**config.mk**
```make
export PLATFORM = sky130hd
export DESIGN_NAME = drive_end_flat
export DESIGN_NICKNAME = d
export VERILOG_FILES = /design/src/link_pkg.sv /design/src/frame_link_if.sv /design/src/code_classifier.sv /design/src/drive_end.sv /design/src/flat_wrapper.sv
export SDC_FILE = /design/constraint.sdc
export NUM_CORES = 1
export LEC_CHECK = 0
export BUFFER_PORTS_ARGS = -buffer_cell sky130_fd_sc_hd__buf_2
export CAP_MARGIN = 20
export CORE_MARGIN = 10
export CORE_UTILIZATION = 50
export DETAILED_ROUTE_END_ITERATION = 12
export GPL_TIMING_DRIVEN = 0
export PLACE_DENSITY_LB_ADDON = 0.05
export SLEW_MARGIN = 20
export SYNTH_ARGS = -nofsm -noshare
export SYNTH_HDL_FRONTEND = slang
export SYNTH_SLANG_ARGS = --single-unit
```
**constraint.sdc**
```tcl
create_clock -name REF_CLK -period 3.25 [get_ports REF_CLK]
set_clock_uncertainty 0.05 [all_clocks]
set_input_delay 0 -clock REF_CLK [delete_from_list [all_inputs] [get_ports REF_CLK]]
set_output_delay 0 -clock REF_CLK [all_outputs]
set_load 0.02 [all_outputs]
```
**src/link_pkg.sv**
```systemverilog
package link_pkg;
  // Frame layout, byte positions inside one 48-byte frame
  localparam int FRAME_BYTES = 48;
  localparam logic [5:0] B_CODE = 6'h00;
  localparam logic [5:0] B_WDT = 6'h01;
  localparam logic [5:0] B_CTRL_LO = 6'h02;
  localparam logic [5:0] B_CTRL_HI = 6'h03;
  localparam logic [5:0] B_PAYLOAD = 6'h04;
  localparam logic [5:0] B_PAYLOAD_END = 6'h07;
  localparam logic [5:0] B_MAIN_LAST = 6'h1F;
  localparam logic [5:0] B_SUB_CODE = 6'h20;
  localparam logic [5:0] B_SUB_LAST = 6'h2F;

  // Control word fields
  localparam int CTRL_CLEAR_BIT = 3;
  localparam int CTRL_TAG_LSB = 6;

  // Status word fields
  localparam int ST_DEV_ALARM = 0;
  localparam int ST_DEV_WARN = 1;
  localparam int ST_READY = 2;
  localparam int ST_CLR_DONE = 3;
  localparam int ST_TAG_LSB = 6;
  localparam int ST_CMD_FAULT_LSB = 8;
  localparam int ST_COMM_FAULT_LSB = 12;

  // Main command codes
  localparam logic [7:0] C_NO_OPERATION = 8'h00;
  localparam logic [7:0] C_IDENTITY_READ = 8'h03;
  localparam logic [7:0] C_CONFIGURE = 8'h04;
  localparam logic [7:0] C_FAULT_READ = 8'h05;
  localparam logic [7:0] C_FAULT_CLEAR = 8'h06;
  localparam logic [7:0] C_SYNC_REQUEST = 8'h0D;
  localparam logic [7:0] C_LINK_OPEN = 8'h0E;
  localparam logic [7:0] C_LINK_CLOSE_REQUEST = 8'h0F;
  localparam logic [7:0] C_BRAKE_APPLY = 8'h21;
  localparam logic [7:0] C_ENCODER_POWER_DOWN = 8'h24;
  localparam logic [7:0] C_DRIVE_MONITOR = 8'h30;
  localparam logic [7:0] C_POWER_STAGE_DISABLE = 8'h32;
  localparam logic [7:0] C_PATH_INTERPOLATION = 8'h34;
  localparam logic [7:0] C_CONSTANT_FEED = 8'h36;
  localparam logic [7:0] C_EXTERNAL_LATCH_MOVE = 8'h39;
  localparam logic [7:0] C_HOME_RETURN = 8'h3A;
  localparam logic [7:0] C_SPEED_REGULATION = 8'h3C;
  localparam logic [7:0] C_FORCE_REGULATION = 8'h3D;
  localparam logic [7:0] C_DRIVE_PARAM_READ = 8'h40;
  localparam logic [7:0] C_DRIVE_PARAM_WRITE = 8'h41;

  // Command fault codes and the communication fault code used
  localparam logic [3:0] F_NONE = 4'h0;
  localparam logic [3:0] F_UNSUPPORTED = 4'h8;
  localparam logic [3:0] F_PHASE = 4'hC;
  localparam logic [3:0] F_WATCHDOG = 4'h9;

  // Reset values
  localparam logic [7:0] WDT_RESET = 8'h00;
  localparam logic [1:0] TAG_RESET = 2'h0;

  // Communication phases, one-hot
  typedef enum logic [4:0] {
    PH_POWER = 5'b0_0001,
    PH_INIT = 5'b0_0010,
    PH_ASYNC = 5'b0_0100,
    PH_SYNC = 5'b0_1000,
    PH_CLOSE = 5'b1_0000
  } phase_t;

  // Host sequencer states, one-hot
  typedef enum logic [2:0] {
    HS_IDLE = 3'b001,
    HS_SEND = 3'b010,
    HS_WAIT = 3'b100
  } host_state_t;
endpackage : link_pkg

```
**src/frame_link_if.sv**
```systemverilog
`timescale 1ns/1ps
// Byte-serial frame link between master and drive
interface frame_link_if;
  // Master to drive
  logic m_valid;
  logic [7:0] m_data;
  logic m_last;
  // Drive to master
  logic s_valid;
  logic [7:0] s_data;
  logic s_last;

  modport dev_mp (
    input m_valid,
    input m_data,
    input m_last,
    output s_valid,
    output s_data,
    output s_last
  );

  modport host_mp (
    output m_valid,
    output m_data,
    output m_last,
    input s_valid,
    input s_data,
    input s_last
  );
endinterface : frame_link_if

```
**src/code_classifier.sv**
```systemverilog
`timescale 1ns/1ps
// Sorts a command code into the classes the drive logic needs
module code_classifier (
  input wire logic [7:0] code,
  output logic supported,
  output logic sync_only,
  output logic tag_restart
);
  import link_pkg::*;

  // Known codes; motion streaming modes need the cyclic phase
  always_comb
  begin
    supported = 1'b1;
    sync_only = 1'b0;
    tag_restart = 1'b0;
    case (code)
      C_NO_OPERATION, C_IDENTITY_READ, C_CONFIGURE, C_FAULT_READ,
      C_FAULT_CLEAR, C_SYNC_REQUEST, C_LINK_OPEN,
      C_LINK_CLOSE_REQUEST: supported = 1'b1;
      8'h21, 8'h22, 8'h23, C_ENCODER_POWER_DOWN, C_DRIVE_MONITOR,
      8'h31, C_POWER_STAGE_DISABLE, 8'h35, C_CONSTANT_FEED,
      C_DRIVE_PARAM_READ, C_DRIVE_PARAM_WRITE:
        supported = 1'b1;
      C_PATH_INTERPOLATION, C_SPEED_REGULATION, C_FORCE_REGULATION:
        sync_only = 1'b1;
      C_EXTERNAL_LATCH_MOVE, C_HOME_RETURN:
        tag_restart = 1'b1;
      default: supported = 1'b0;
    endcase
  end
endmodule : code_classifier

```
**src/drive_end.sv**
```systemverilog
`timescale 1ns/1ps
module drive_end (
  // Clock and reset
  input wire logic REF_CLK,
  input wire logic ARST_N,
  // Link to master
  frame_link_if.dev_mp LINK,
  // Servo core status
  input wire logic INIT_DONE,
  input wire logic CORE_BUSY,
  input wire logic DEV_ALARM,
  input wire logic DEV_WARN,
  input wire logic [31:0] RSP_PAYLOAD,
  // Servo core commands
  output link_pkg::phase_t PHASE,
  output logic EXEC_STB,
  output logic [7:0] EXEC_CODE,
  output logic [1:0] EXEC_TAG,
  output logic [7:0] EXEC_ARG,
  output logic FAULT_CLEAR_STB,
  output logic [15:0] CTRL_WORD,
  output logic [3:0] COMM_FAULT
);
  import link_pkg::*;

  phase_t phase_ff;
  logic [5:0] rx_idx_ff;
  logic frame_ff;
  logic [7:0] rx_code_ff;
  logic [7:0] rx_wdt_ff;
  logic [7:0] rx_ctrl_ff;
  logic [7:0] rx_arg_ff;
  logic [7:0] rx_sub_ff;
  logic [7:0] cur_code_ff;
  logic [1:0] cur_tag_ff;
  logic [3:0] cmd_fault_ff;
  logic [3:0] comm_fault_ff;
  logic [7:0] wdt_prev_ff;
  logic wd_armed_ff;
  logic [7:0] slave_wdt_ff;
  logic clear_prev_ff;
  logic clr_done_ff;
  logic ready_ff;
  logic tx_start_ff;
  logic tx_active_ff;
  logic [5:0] tx_idx_ff;
  logic [31:0] payload_ff;
  logic s_valid_ff;
  logic [7:0] s_data_ff;
  logic s_last_ff;
  logic exec_stb_ff;
  logic [7:0] exec_code_ff;
  logic [1:0] exec_tag_ff;
  logic [7:0] exec_arg_ff;
  logic fault_clear_ff;
  logic [15:0] ctrl_word_ff;
  logic supported;
  logic sync_only;
  logic tag_restart;
  logic [1:0] rx_tag;
  logic [3:0] nxt_fault;
  logic accept;
  logic is_new;
  logic start;
  logic wd_bad;
  logic clear_edge;
  logic clear_req;
  logic [15:0] status;
  logic [7:0] nxt_s_data;

  code_classifier u_class (
    .code(rx_code_ff),
    .supported(supported),
    .sync_only(sync_only),
    .tag_restart(tag_restart)
  );

  assign rx_tag = rx_ctrl_ff[CTRL_TAG_LSB +: 2];

  // Capture code, watchdog and low control bytes, first payload byte and sub code by position; other payload bytes are not decoded here
  always_ff @(posedge REF_CLK or negedge ARST_N)
  begin
    if (!ARST_N)
    begin
      rx_idx_ff <= 6'h00;
      frame_ff <= 1'b0;
      rx_code_ff <= C_NO_OPERATION;
      rx_wdt_ff <= WDT_RESET;
      rx_ctrl_ff <= 8'h00;
      rx_arg_ff <= 8'h00;
      rx_sub_ff <= 8'h00;
    end
    else
    begin
      frame_ff <= LINK.m_valid && (LINK.m_last || rx_idx_ff == B_SUB_LAST);
      if (LINK.m_valid)
      begin
        rx_idx_ff <= (LINK.m_last || rx_idx_ff == B_SUB_LAST) ? 6'h00
                     : rx_idx_ff + 6'h01;
        case (rx_idx_ff)
          B_CODE: rx_code_ff <= LINK.m_data;
          B_WDT: rx_wdt_ff <= LINK.m_data;
          B_CTRL_LO: rx_ctrl_ff <= LINK.m_data;
          B_PAYLOAD: rx_arg_ff <= LINK.m_data;
          B_SUB_CODE: rx_sub_ff <= LINK.m_data;
          default: ; // High control byte and all other undecoded bytes dropped
        endcase
      end
    end
  end

  // Judge the received frame against phase, code and busy state
  always_comb
  begin
    nxt_fault = F_NONE;
    accept = 1'b0;
    if (!supported)
      nxt_fault = F_UNSUPPORTED;
    else if (phase_ff == PH_INIT && rx_code_ff != C_LINK_OPEN
             && rx_code_ff != C_NO_OPERATION)
      nxt_fault = F_PHASE;
    else if (sync_only && phase_ff != PH_SYNC)
      nxt_fault = F_PHASE;
    else if (rx_code_ff == C_SYNC_REQUEST && phase_ff != PH_ASYNC)
      nxt_fault = F_PHASE;
    else
      accept = 1'b1;
    // Same code again only counts as new for the two restartable moves
    is_new = rx_code_ff != cur_code_ff
             || (rx_tag != cur_tag_ff && tag_restart);
    // Busy core drops new commands, whatever their tag
    start = frame_ff && accept && is_new && ready_ff;
    wd_bad = frame_ff && phase_ff == PH_SYNC && wd_armed_ff
             && rx_wdt_ff != wdt_prev_ff + 8'h01;
    clear_edge = frame_ff && rx_ctrl_ff[CTRL_CLEAR_BIT] && !clear_prev_ff;
    clear_req = clear_edge || (start && rx_code_ff == C_FAULT_CLEAR
                               && rx_arg_ff[3:0] == 4'h0);
  end

  // Phase sequencing
  always_ff @(posedge REF_CLK or negedge ARST_N)
  begin
    if (!ARST_N)
      phase_ff <= PH_POWER;
    else
      case (phase_ff)
        PH_POWER: phase_ff <= PH_INIT;
        PH_CLOSE: phase_ff <= PH_INIT;
        PH_INIT:
          if (start && rx_code_ff == C_LINK_OPEN && INIT_DONE)
            phase_ff <= PH_ASYNC;
        PH_ASYNC:
          if (start && rx_code_ff == C_LINK_CLOSE_REQUEST)
            phase_ff <= PH_CLOSE;
          else if (start && rx_code_ff == C_SYNC_REQUEST)
            phase_ff <= PH_SYNC;
        PH_SYNC:
          if (start && rx_code_ff == C_LINK_CLOSE_REQUEST)
            phase_ff <= PH_CLOSE;
          else if (wd_bad)
            phase_ff <= PH_ASYNC; // Watchdog alarm drops cyclic mode
        default: phase_ff <= PH_INIT;
      endcase
  end

  // Current command, tag and fault codes; closing the link wipes them
  always_ff @(posedge REF_CLK or negedge ARST_N)
  begin
    if (!ARST_N)
    begin
      cur_code_ff <= C_NO_OPERATION;
      cur_tag_ff <= TAG_RESET;
      cmd_fault_ff <= F_NONE;
      comm_fault_ff <= F_NONE;
    end
    else if (phase_ff == PH_CLOSE)
    begin
      cur_code_ff <= C_NO_OPERATION;
      cur_tag_ff <= TAG_RESET;
      cmd_fault_ff <= F_NONE;
      comm_fault_ff <= F_NONE;
    end
    else
    begin
      if (start)
      begin
        cur_code_ff <= rx_code_ff;
        cur_tag_ff <= rx_tag;
      end
      if (frame_ff)
        cmd_fault_ff <= nxt_fault; // Normal frame clears it
      // Set wins over a clear arriving in the same frame
      if (wd_bad)
        comm_fault_ff <= F_WATCHDOG;
      else if (clear_req)
        comm_fault_ff <= F_NONE;
    end
  end

  // Watchdog tracking and fault clear bookkeeping
  always_ff @(posedge REF_CLK or negedge ARST_N)
  begin
    if (!ARST_N)
    begin
      wdt_prev_ff <= WDT_RESET;
      wd_armed_ff <= 1'b0;
      clear_prev_ff <= 1'b0;
      clr_done_ff <= 1'b0;
      ready_ff <= 1'b0;
    end
    else
    begin
      ready_ff <= !CORE_BUSY;
      if (phase_ff != PH_SYNC)
        wd_armed_ff <= 1'b0;
      else if (frame_ff)
        wd_armed_ff <= 1'b1;
      if (frame_ff)
      begin
        wdt_prev_ff <= rx_wdt_ff;
        // Acted on even if the same frame raised a command fault
        clear_prev_ff <= rx_ctrl_ff[CTRL_CLEAR_BIT];
        if (clear_edge)
          clr_done_ff <= 1'b1;
        else if (!rx_ctrl_ff[CTRL_CLEAR_BIT])
          clr_done_ff <= 1'b0;
      end
    end
  end

  // Requests towards the servo core
  always_ff @(posedge REF_CLK or negedge ARST_N)
  begin
    if (!ARST_N)
    begin
      exec_stb_ff <= 1'b0;
      exec_code_ff <= C_NO_OPERATION;
      exec_tag_ff <= TAG_RESET;
      exec_arg_ff <= 8'h00;
      fault_clear_ff <= 1'b0;
      ctrl_word_ff <= 16'h0000;
    end
    else
    begin
      exec_stb_ff <= start;
      fault_clear_ff <= clear_req;
      if (start)
      begin
        exec_code_ff <= rx_code_ff;
        exec_tag_ff <= rx_tag;
        exec_arg_ff <= rx_arg_ff;
      end
      if (frame_ff)
        ctrl_word_ff <= {8'h00, rx_ctrl_ff & 8'hC8};
    end
  end

  // Status word; unused positions stay zero
  always_comb
  begin
    status = 16'h0000;
    status[ST_DEV_ALARM] = DEV_ALARM;
    status[ST_DEV_WARN] = DEV_WARN;
    status[ST_READY] = ready_ff;
    status[ST_CLR_DONE] = clr_done_ff;
    status[ST_TAG_LSB +: 2] = cur_tag_ff;
    status[ST_CMD_FAULT_LSB +: 4] = cmd_fault_ff;
    status[ST_COMM_FAULT_LSB +: 4] = comm_fault_ff;
    if (tx_idx_ff == B_CODE)
      nxt_s_data = rx_code_ff;
    else if (tx_idx_ff == B_WDT)
      nxt_s_data = slave_wdt_ff;
    else if (tx_idx_ff == B_CTRL_LO)
      nxt_s_data = status[7:0];
    else if (tx_idx_ff == B_CTRL_HI)
      nxt_s_data = status[15:8];
    else if (tx_idx_ff >= B_PAYLOAD && tx_idx_ff <= B_PAYLOAD_END)
      nxt_s_data = payload_ff[8 * (tx_idx_ff[1:0]) +: 8];
    else if (tx_idx_ff == B_SUB_CODE)
      nxt_s_data = rx_sub_ff;
    else
      nxt_s_data = 8'h00; // Rest of main and subcommand areas
  end

  // Response sender; one frame follows each received frame
  always_ff @(posedge REF_CLK or negedge ARST_N)
  begin
    if (!ARST_N)
    begin
      tx_start_ff <= 1'b0;
      tx_active_ff <= 1'b0;
      tx_idx_ff <= 6'h00;
      payload_ff <= 32'h0000_0000;
      slave_wdt_ff <= WDT_RESET;
      s_valid_ff <= 1'b0;
      s_data_ff <= 8'h00;
      s_last_ff <= 1'b0;
    end
    else
    begin
      tx_start_ff <= frame_ff;
      if (tx_start_ff)
      begin
        tx_active_ff <= 1'b1;
        tx_idx_ff <= 6'h00;
        payload_ff <= RSP_PAYLOAD;
      end
      else if (tx_active_ff)
      begin
        tx_idx_ff <= tx_idx_ff + 6'h01;
        if (tx_idx_ff == B_SUB_LAST)
        begin
          tx_active_ff <= 1'b0;
          // Refreshed from reset, well before any connect
          slave_wdt_ff <= slave_wdt_ff + 8'h01;
        end
      end
      s_valid_ff <= tx_active_ff;
      s_data_ff <= tx_active_ff ? nxt_s_data : 8'h00;
      s_last_ff <= tx_active_ff && tx_idx_ff == B_SUB_LAST;
    end
  end

  assign LINK.s_valid = s_valid_ff;
  assign LINK.s_data = s_data_ff;
  assign LINK.s_last = s_last_ff;
  assign PHASE = phase_ff;
  assign EXEC_STB = exec_stb_ff;
  assign EXEC_CODE = exec_code_ff;
  assign EXEC_TAG = exec_tag_ff;
  assign EXEC_ARG = exec_arg_ff;
  assign FAULT_CLEAR_STB = fault_clear_ff;
  assign CTRL_WORD = ctrl_word_ff;
  assign COMM_FAULT = comm_fault_ff;
endmodule : drive_end

```
**src/flat_wrapper.sv**
```systemverilog
// flat-port wrapper written by rule: the top's interface ports become plain ports
module drive_end_flat import link_pkg::*;
  (REF_CLK, ARST_N, INIT_DONE, CORE_BUSY, DEV_ALARM, DEV_WARN, RSP_PAYLOAD, PHASE, EXEC_STB, EXEC_CODE, EXEC_TAG, EXEC_ARG, FAULT_CLEAR_STB, CTRL_WORD, COMM_FAULT, LINK_m_valid, LINK_m_data, LINK_m_last, LINK_s_valid, LINK_s_data, LINK_s_last);
  frame_link_if LINK_i ();
  input wire logic REF_CLK;
  input wire logic ARST_N;
  input wire logic INIT_DONE;
  input wire logic CORE_BUSY;
  input wire logic DEV_ALARM;
  input wire logic DEV_WARN;
  input wire logic [31:0] RSP_PAYLOAD;
  output link_pkg::phase_t PHASE;
  output logic EXEC_STB;
  output logic [7:0] EXEC_CODE;
  output logic [1:0] EXEC_TAG;
  output logic [7:0] EXEC_ARG;
  output logic FAULT_CLEAR_STB;
  output logic [15:0] CTRL_WORD;
  output logic [3:0] COMM_FAULT;
  input wire logic [$bits(LINK_i.m_valid)-1:0] LINK_m_valid;
  input wire logic [$bits(LINK_i.m_data)-1:0] LINK_m_data;
  input wire logic [$bits(LINK_i.m_last)-1:0] LINK_m_last;
  output wire logic [$bits(LINK_i.s_valid)-1:0] LINK_s_valid;
  output wire logic [$bits(LINK_i.s_data)-1:0] LINK_s_data;
  output wire logic [$bits(LINK_i.s_last)-1:0] LINK_s_last;
  assign LINK_i.m_valid = LINK_m_valid;
  assign LINK_i.m_data = LINK_m_data;
  assign LINK_i.m_last = LINK_m_last;
  assign LINK_s_valid = LINK_i.s_valid;
  assign LINK_s_data = LINK_i.s_data;
  assign LINK_s_last = LINK_i.s_last;
  drive_end u_core (.REF_CLK(REF_CLK), .ARST_N(ARST_N), .LINK(LINK_i), .INIT_DONE(INIT_DONE), .CORE_BUSY(CORE_BUSY), .DEV_ALARM(DEV_ALARM), .DEV_WARN(DEV_WARN), .RSP_PAYLOAD(RSP_PAYLOAD), .PHASE(PHASE), .EXEC_STB(EXEC_STB), .EXEC_CODE(EXEC_CODE), .EXEC_TAG(EXEC_TAG), .EXEC_ARG(EXEC_ARG), .FAULT_CLEAR_STB(FAULT_CLEAR_STB), .CTRL_WORD(CTRL_WORD), .COMM_FAULT(COMM_FAULT));
endmodule
```
==> results <==
- In the post-synthesis netlist, the biggest area contributors are sky130_fd_sc_hd__dfrtp_1 52%, sky130_fd_sc_hd__mux2_2 12%, sky130_fd_sc_hd__xor2_1 2.7%, sky130_fd_sc_hd__mux4_2 2.5%, sky130_fd_sc_hd__o21ai_0 2.1%.
- Setup repair after global routing left no endpoint under its margin.
- The global placer's final weighted congestion is 0.930.
- Cells with a size suffix above 1 make up a little under a third of the layout.
- The buffers inserted during post-CTS setup optimization is 0.
- In the finished design, the share of the clock period the worst path needs comes to 89.2%.
- The number of synthesized flops with an enable pin is 0.
- Before antenna repair, the detailed router went through 5 iterations.
- The die is 140 um tall.
- The number of nets with antenna violations after detailed routing is 0.
- The endpoint of the most critical register-to-register path is u_core.EXEC_ARG[1].
- For this run, the slowest stage of the critical path takes ~0.50 ns.
- Clock tree synthesis selected as its root buffer the cell sky130_fd_sc_hd__clkbuf_16.
- The startpoint of the worst-slack reg-to-reg timing path is u_core.rx_code_ff[6].
- During synthesis, Yosys emitted a total of 0 warnings.
- The cell area after synthesis is 7240 um^2.
- The number of instances in the synthesized netlist is 616.
- STA classifies the critical path startpoint as a flop.
- The number of antenna diodes in the final layout is 0.
- The achievable frequency is roughly 340 MHz.
- TritonCTS built the clock tree.
- After synthesis, flip-flops and latches occupy 52.6% of the total area.
- The count of buffers added on input and output ports is 87.
- In the global route stage, overall resource usage came out at between 10% and 20%.
- Walking the worst path, the cells encountered are clkbuf_1 > or4_4 > or3_4 > o311a_1 > and4_4 > buf_6 > nand2_4 > buf_12 > mux2_4.
- Clock tree synthesis inserted a total of 17 buffers.
- The global-route congestion overflow total is 0.
- The family of cells with the greatest summed delay on the critical path is simple AND/OR/NAND/NOR gates.
- For the worst-skew pair, the clock arrives at the later sink with an insertion delay of 0.42 ns.
- By instance count, the leading cell after synthesis is sky130_fd_sc_hd__dfrtp_1.
- The number of vias in the routed layout is 5,323.
- In this run, post-CTS hold repair placed 44 buffers.
- The headroom to the max-slew limit is 42.4%.
- In this run the worst hold path is classified as in -> async.
- The flow ran to the end, and the final reports show no timing, DRC or antenna violations.
- The first global-routing pass estimated 29,100 um of wire.
- Dividing the detail-routed via count by the number of cells gives ~5.5.
- Entering global routing, the biggest net connects 103 pins.
- For the final routed database, the setup TNS stands at 0 ns.
- The HPWL after detailed placement is 12,900 um.
- VDD sags by at most 0.417 mV.
- Clock-pin slew was measured on the worst setup and hold paths at 0.06 ns.
- The die covers 19,700 um^2.
- After detailed routing, the number of remaining DRC violations is 0.
- The wire length per cell is 18.6 um.
- Hold is met by 0.0182 ns.
- The commonest register cell after synthesis is sky130_fd_sc_hd__dfrtp_1.
- The initial core utilization is 51.6%.
- In this run the deepest clock path goes through 2 buffers.
- The endpoint arrival time on the critical path is 3.15 ns.
- Counting flops and latches in the post-synthesis netlist gives around 150.
- Summed over all cells, the static leakage comes to roughly 0.0043 uW.
- The max-slew violation total from the final report came to 0.
- The area share of the leading cell type in the synthesized netlist is a little over half.
- In this run, post-CTS repair resized a total of 0 instances.
- In the synthesized netlist the async set-or-reset flop fraction comes to 100%.
- Summing all non-filler instances in the final layout gives an area of 9070 um^2.
- The number of buffers and inverters on the critical path is 3.
- The H-tree was split into 4 levels.
- The critical path is of the reg -> reg type.
- In the synthesized netlist, the cells that appear most often are 151 x sky130_fd_sc_hd__dfrtp_1, 77 x sky130_fd_sc_hd__mux2_2, 36 x sky130_fd_sc_hd__nand2_1.
- The number of hold violations in the final report is 0.
- The clock net in this run drives a total of 152 sinks.
- The setup slack of the most critical reg-to-reg path is ~0.35 ns.
- The power density over the cells is 800 nW/um^2.
- The placed instances occupy a cell area of 8010 um^2.
- The area added between synthesis and finish is 25.3%.
- The minimum clock period after layout is 2.90 ns.
- The slowest cell on the critical path is sky130_fd_sc_hd__or4_4.
- The violation count after the first detailed-route iteration is 356.
- The number of distinct standard cells referenced by the synthesized netlist is 66.
- The number of ports placed on the die boundary is 103.
- The synthesized design spends more area on one cell type than any other, namely sky130_fd_sc_hd__dfrtp_1.
- The sort of element at the end of the critical path is a flop.
- The number of maximum-capacitance violations is 0.
- The critical path required time is 3.51 ns.
- At the pin with the least slew margin, the transition time is 0.856 ns.
- The wire length reported by the detailed router is roughly 18,000 um.
- The floorplan has 43 rows.
- The standard cell core area is 14,000 um^2.
- The initial antenna violation count was 0.
- The worst-case reg-to-reg path depth is 9.
- The number of nets in the final layout is between 800 and 900.
- The synthesized area per cell is between 10 and 15 um^2.
- In this run the horizontal extent of the chip is ~140 um.
- The critical path crosses 9 cells after its start point.
- Setup violations remaining at the end of the flow were counted as 0.
- Along the worst path, the maximum fanout reaches 10.
- The via count of the first global-routing pass is 5,417.
==> cell usage in the layout, fill, tap and decap left out, types with 24 or more instances in the layout <==
cell                            synthesis  layout
sky130_fd_sc_hd__nand2_1               36      36
sky130_fd_sc_hd__mux2_2                77      77
sky130_fd_sc_hd__dlygate4sd3_1          0      44
sky130_fd_sc_hd__nor2_1                29      29
sky130_fd_sc_hd__nand3_1               24      24
sky130_fd_sc_hd__o21ai_0               30      30
sky130_fd_sc_hd__dfrtp_1              151     151
sky130_fd_sc_hd__a21oi_1               25      25
sky130_fd_sc_hd__buf_2                  2      88
sky130_fd_sc_hd__clkbuf_1              22      24
==> final cells by class <==
cell class / instances / area (um^2)
Inverter: 12 / 45.0
Clock inverter: 7 / 115
Multi-Input combinational cell: 415 / 3160
Timing Repair Buffer: 133 / 921
Sequential cell: 152 / 3800
Buffer: 52 / 294
Clock buffer: 24 / 502
Tap cell: 180 / 225
Fill cell: 1091 / 4970
==> power by group <==
part / leakage, uW / switching [uW] / internal (uW)
sequential: 0.00192 / 398 / 2420
combinational: 0.00207 / 1330 / 1070
clock: 0.000298 / 739 / 1300
total: 0.00429 / 2460 / 4790
==> routing by layer <==
layer / up-vias / share of wire [%] / GRT usage, %
met1: 2641 / 46 / 24.2
met2: 147 / 48 / 29.4
met5: - / 0 / 0
met3: 19 / 5.1 / 4.16
met4: 0 / 1.3 / 5.87
li1: 2516 / - / -
==> metrics by stage <==
stage	utilization [%]	std cells	power, uW	setup slack, ns
floorplan	-	631	4440	0.536
global placement	56.7	898	5100	0.0193
detailed placement	57.0	900	5190	0.363
CTS	64.6	975	7280	0.353
global route	64.6	975	7680	0.119
finish	64.6	975	7250	0.351
==> worst reg2reg max path, delay by kind of cell (launching register included) <==
family / cells / cell delay (ns)
AND/OR/NAND/NOR: 4 / 1.18
buffers and inverters: 3 / 0.52
flip-flops: 1 / 0.35
AO/OA/AOI/OAI: 1 / 0.38
multiplexers: 1 / 0.30
==> worst max-delay path by stage <==
stage,startpoint,to,slack [ns]
3_5_place_dp,u_core.tx_idx_ff[0],u_core.LINK.s_data[7],0.36
4_1_cts,u_core.tx_idx_ff[0],u_core.LINK.s_data[7],0.35
3_3_place_gp,ARST_N,u_core.EXEC_CODE[6],0.02
2_1_floorplan,u_core.rx_code_ff[4],u_core.EXEC_ARG[1],0.54
5_1_grt,u_core.tx_idx_ff[0],u_core.LINK.s_data[7],0.12
6_report,u_core.rx_code_ff[6],u_core.EXEC_ARG[1],0.35
==> flip-flops by register name, indices dropped and copies added (netlist names), 5 cells and up <==
signal,cells
u_core.payload_ff,32
u_core.wdt_prev_ff,8
u_core.slave_wdt_ff,8
u_core.rx_sub_ff,8
u_core.PHASE,5
u_core.rx_code_ff,8
u_core.tx_idx_ff,6
u_core.LINK.s_data,8
u_core.EXEC_CODE,8
u_core.cur_code_ff,8
u_core.rx_wdt_ff,8
u_core.EXEC_ARG,8
u_core.rx_idx_ff,6
u_core.rx_arg_ff,8
==> cell families (layout without fill, tap and decap cells) <==
family / Yosys count / count (layout) / synth area share, %
and+or+nand+nor: 167 / 167 / 12.6
DFF: 152 / 152 / 52.6
muxes: 95 / 95 / 16.4
AOI/OAI and AO/OA: 94 / 94 / 8.02
buffers and inverters: 64 / 228 / 4.68
xor gates and xnor gates: 33 / 33 / 3.99
adders and majority gates: 10 / 10 / 1.73
other: 1 / 16 / 0.0518
No activity file was read; power rests on OpenSTA's default activity.
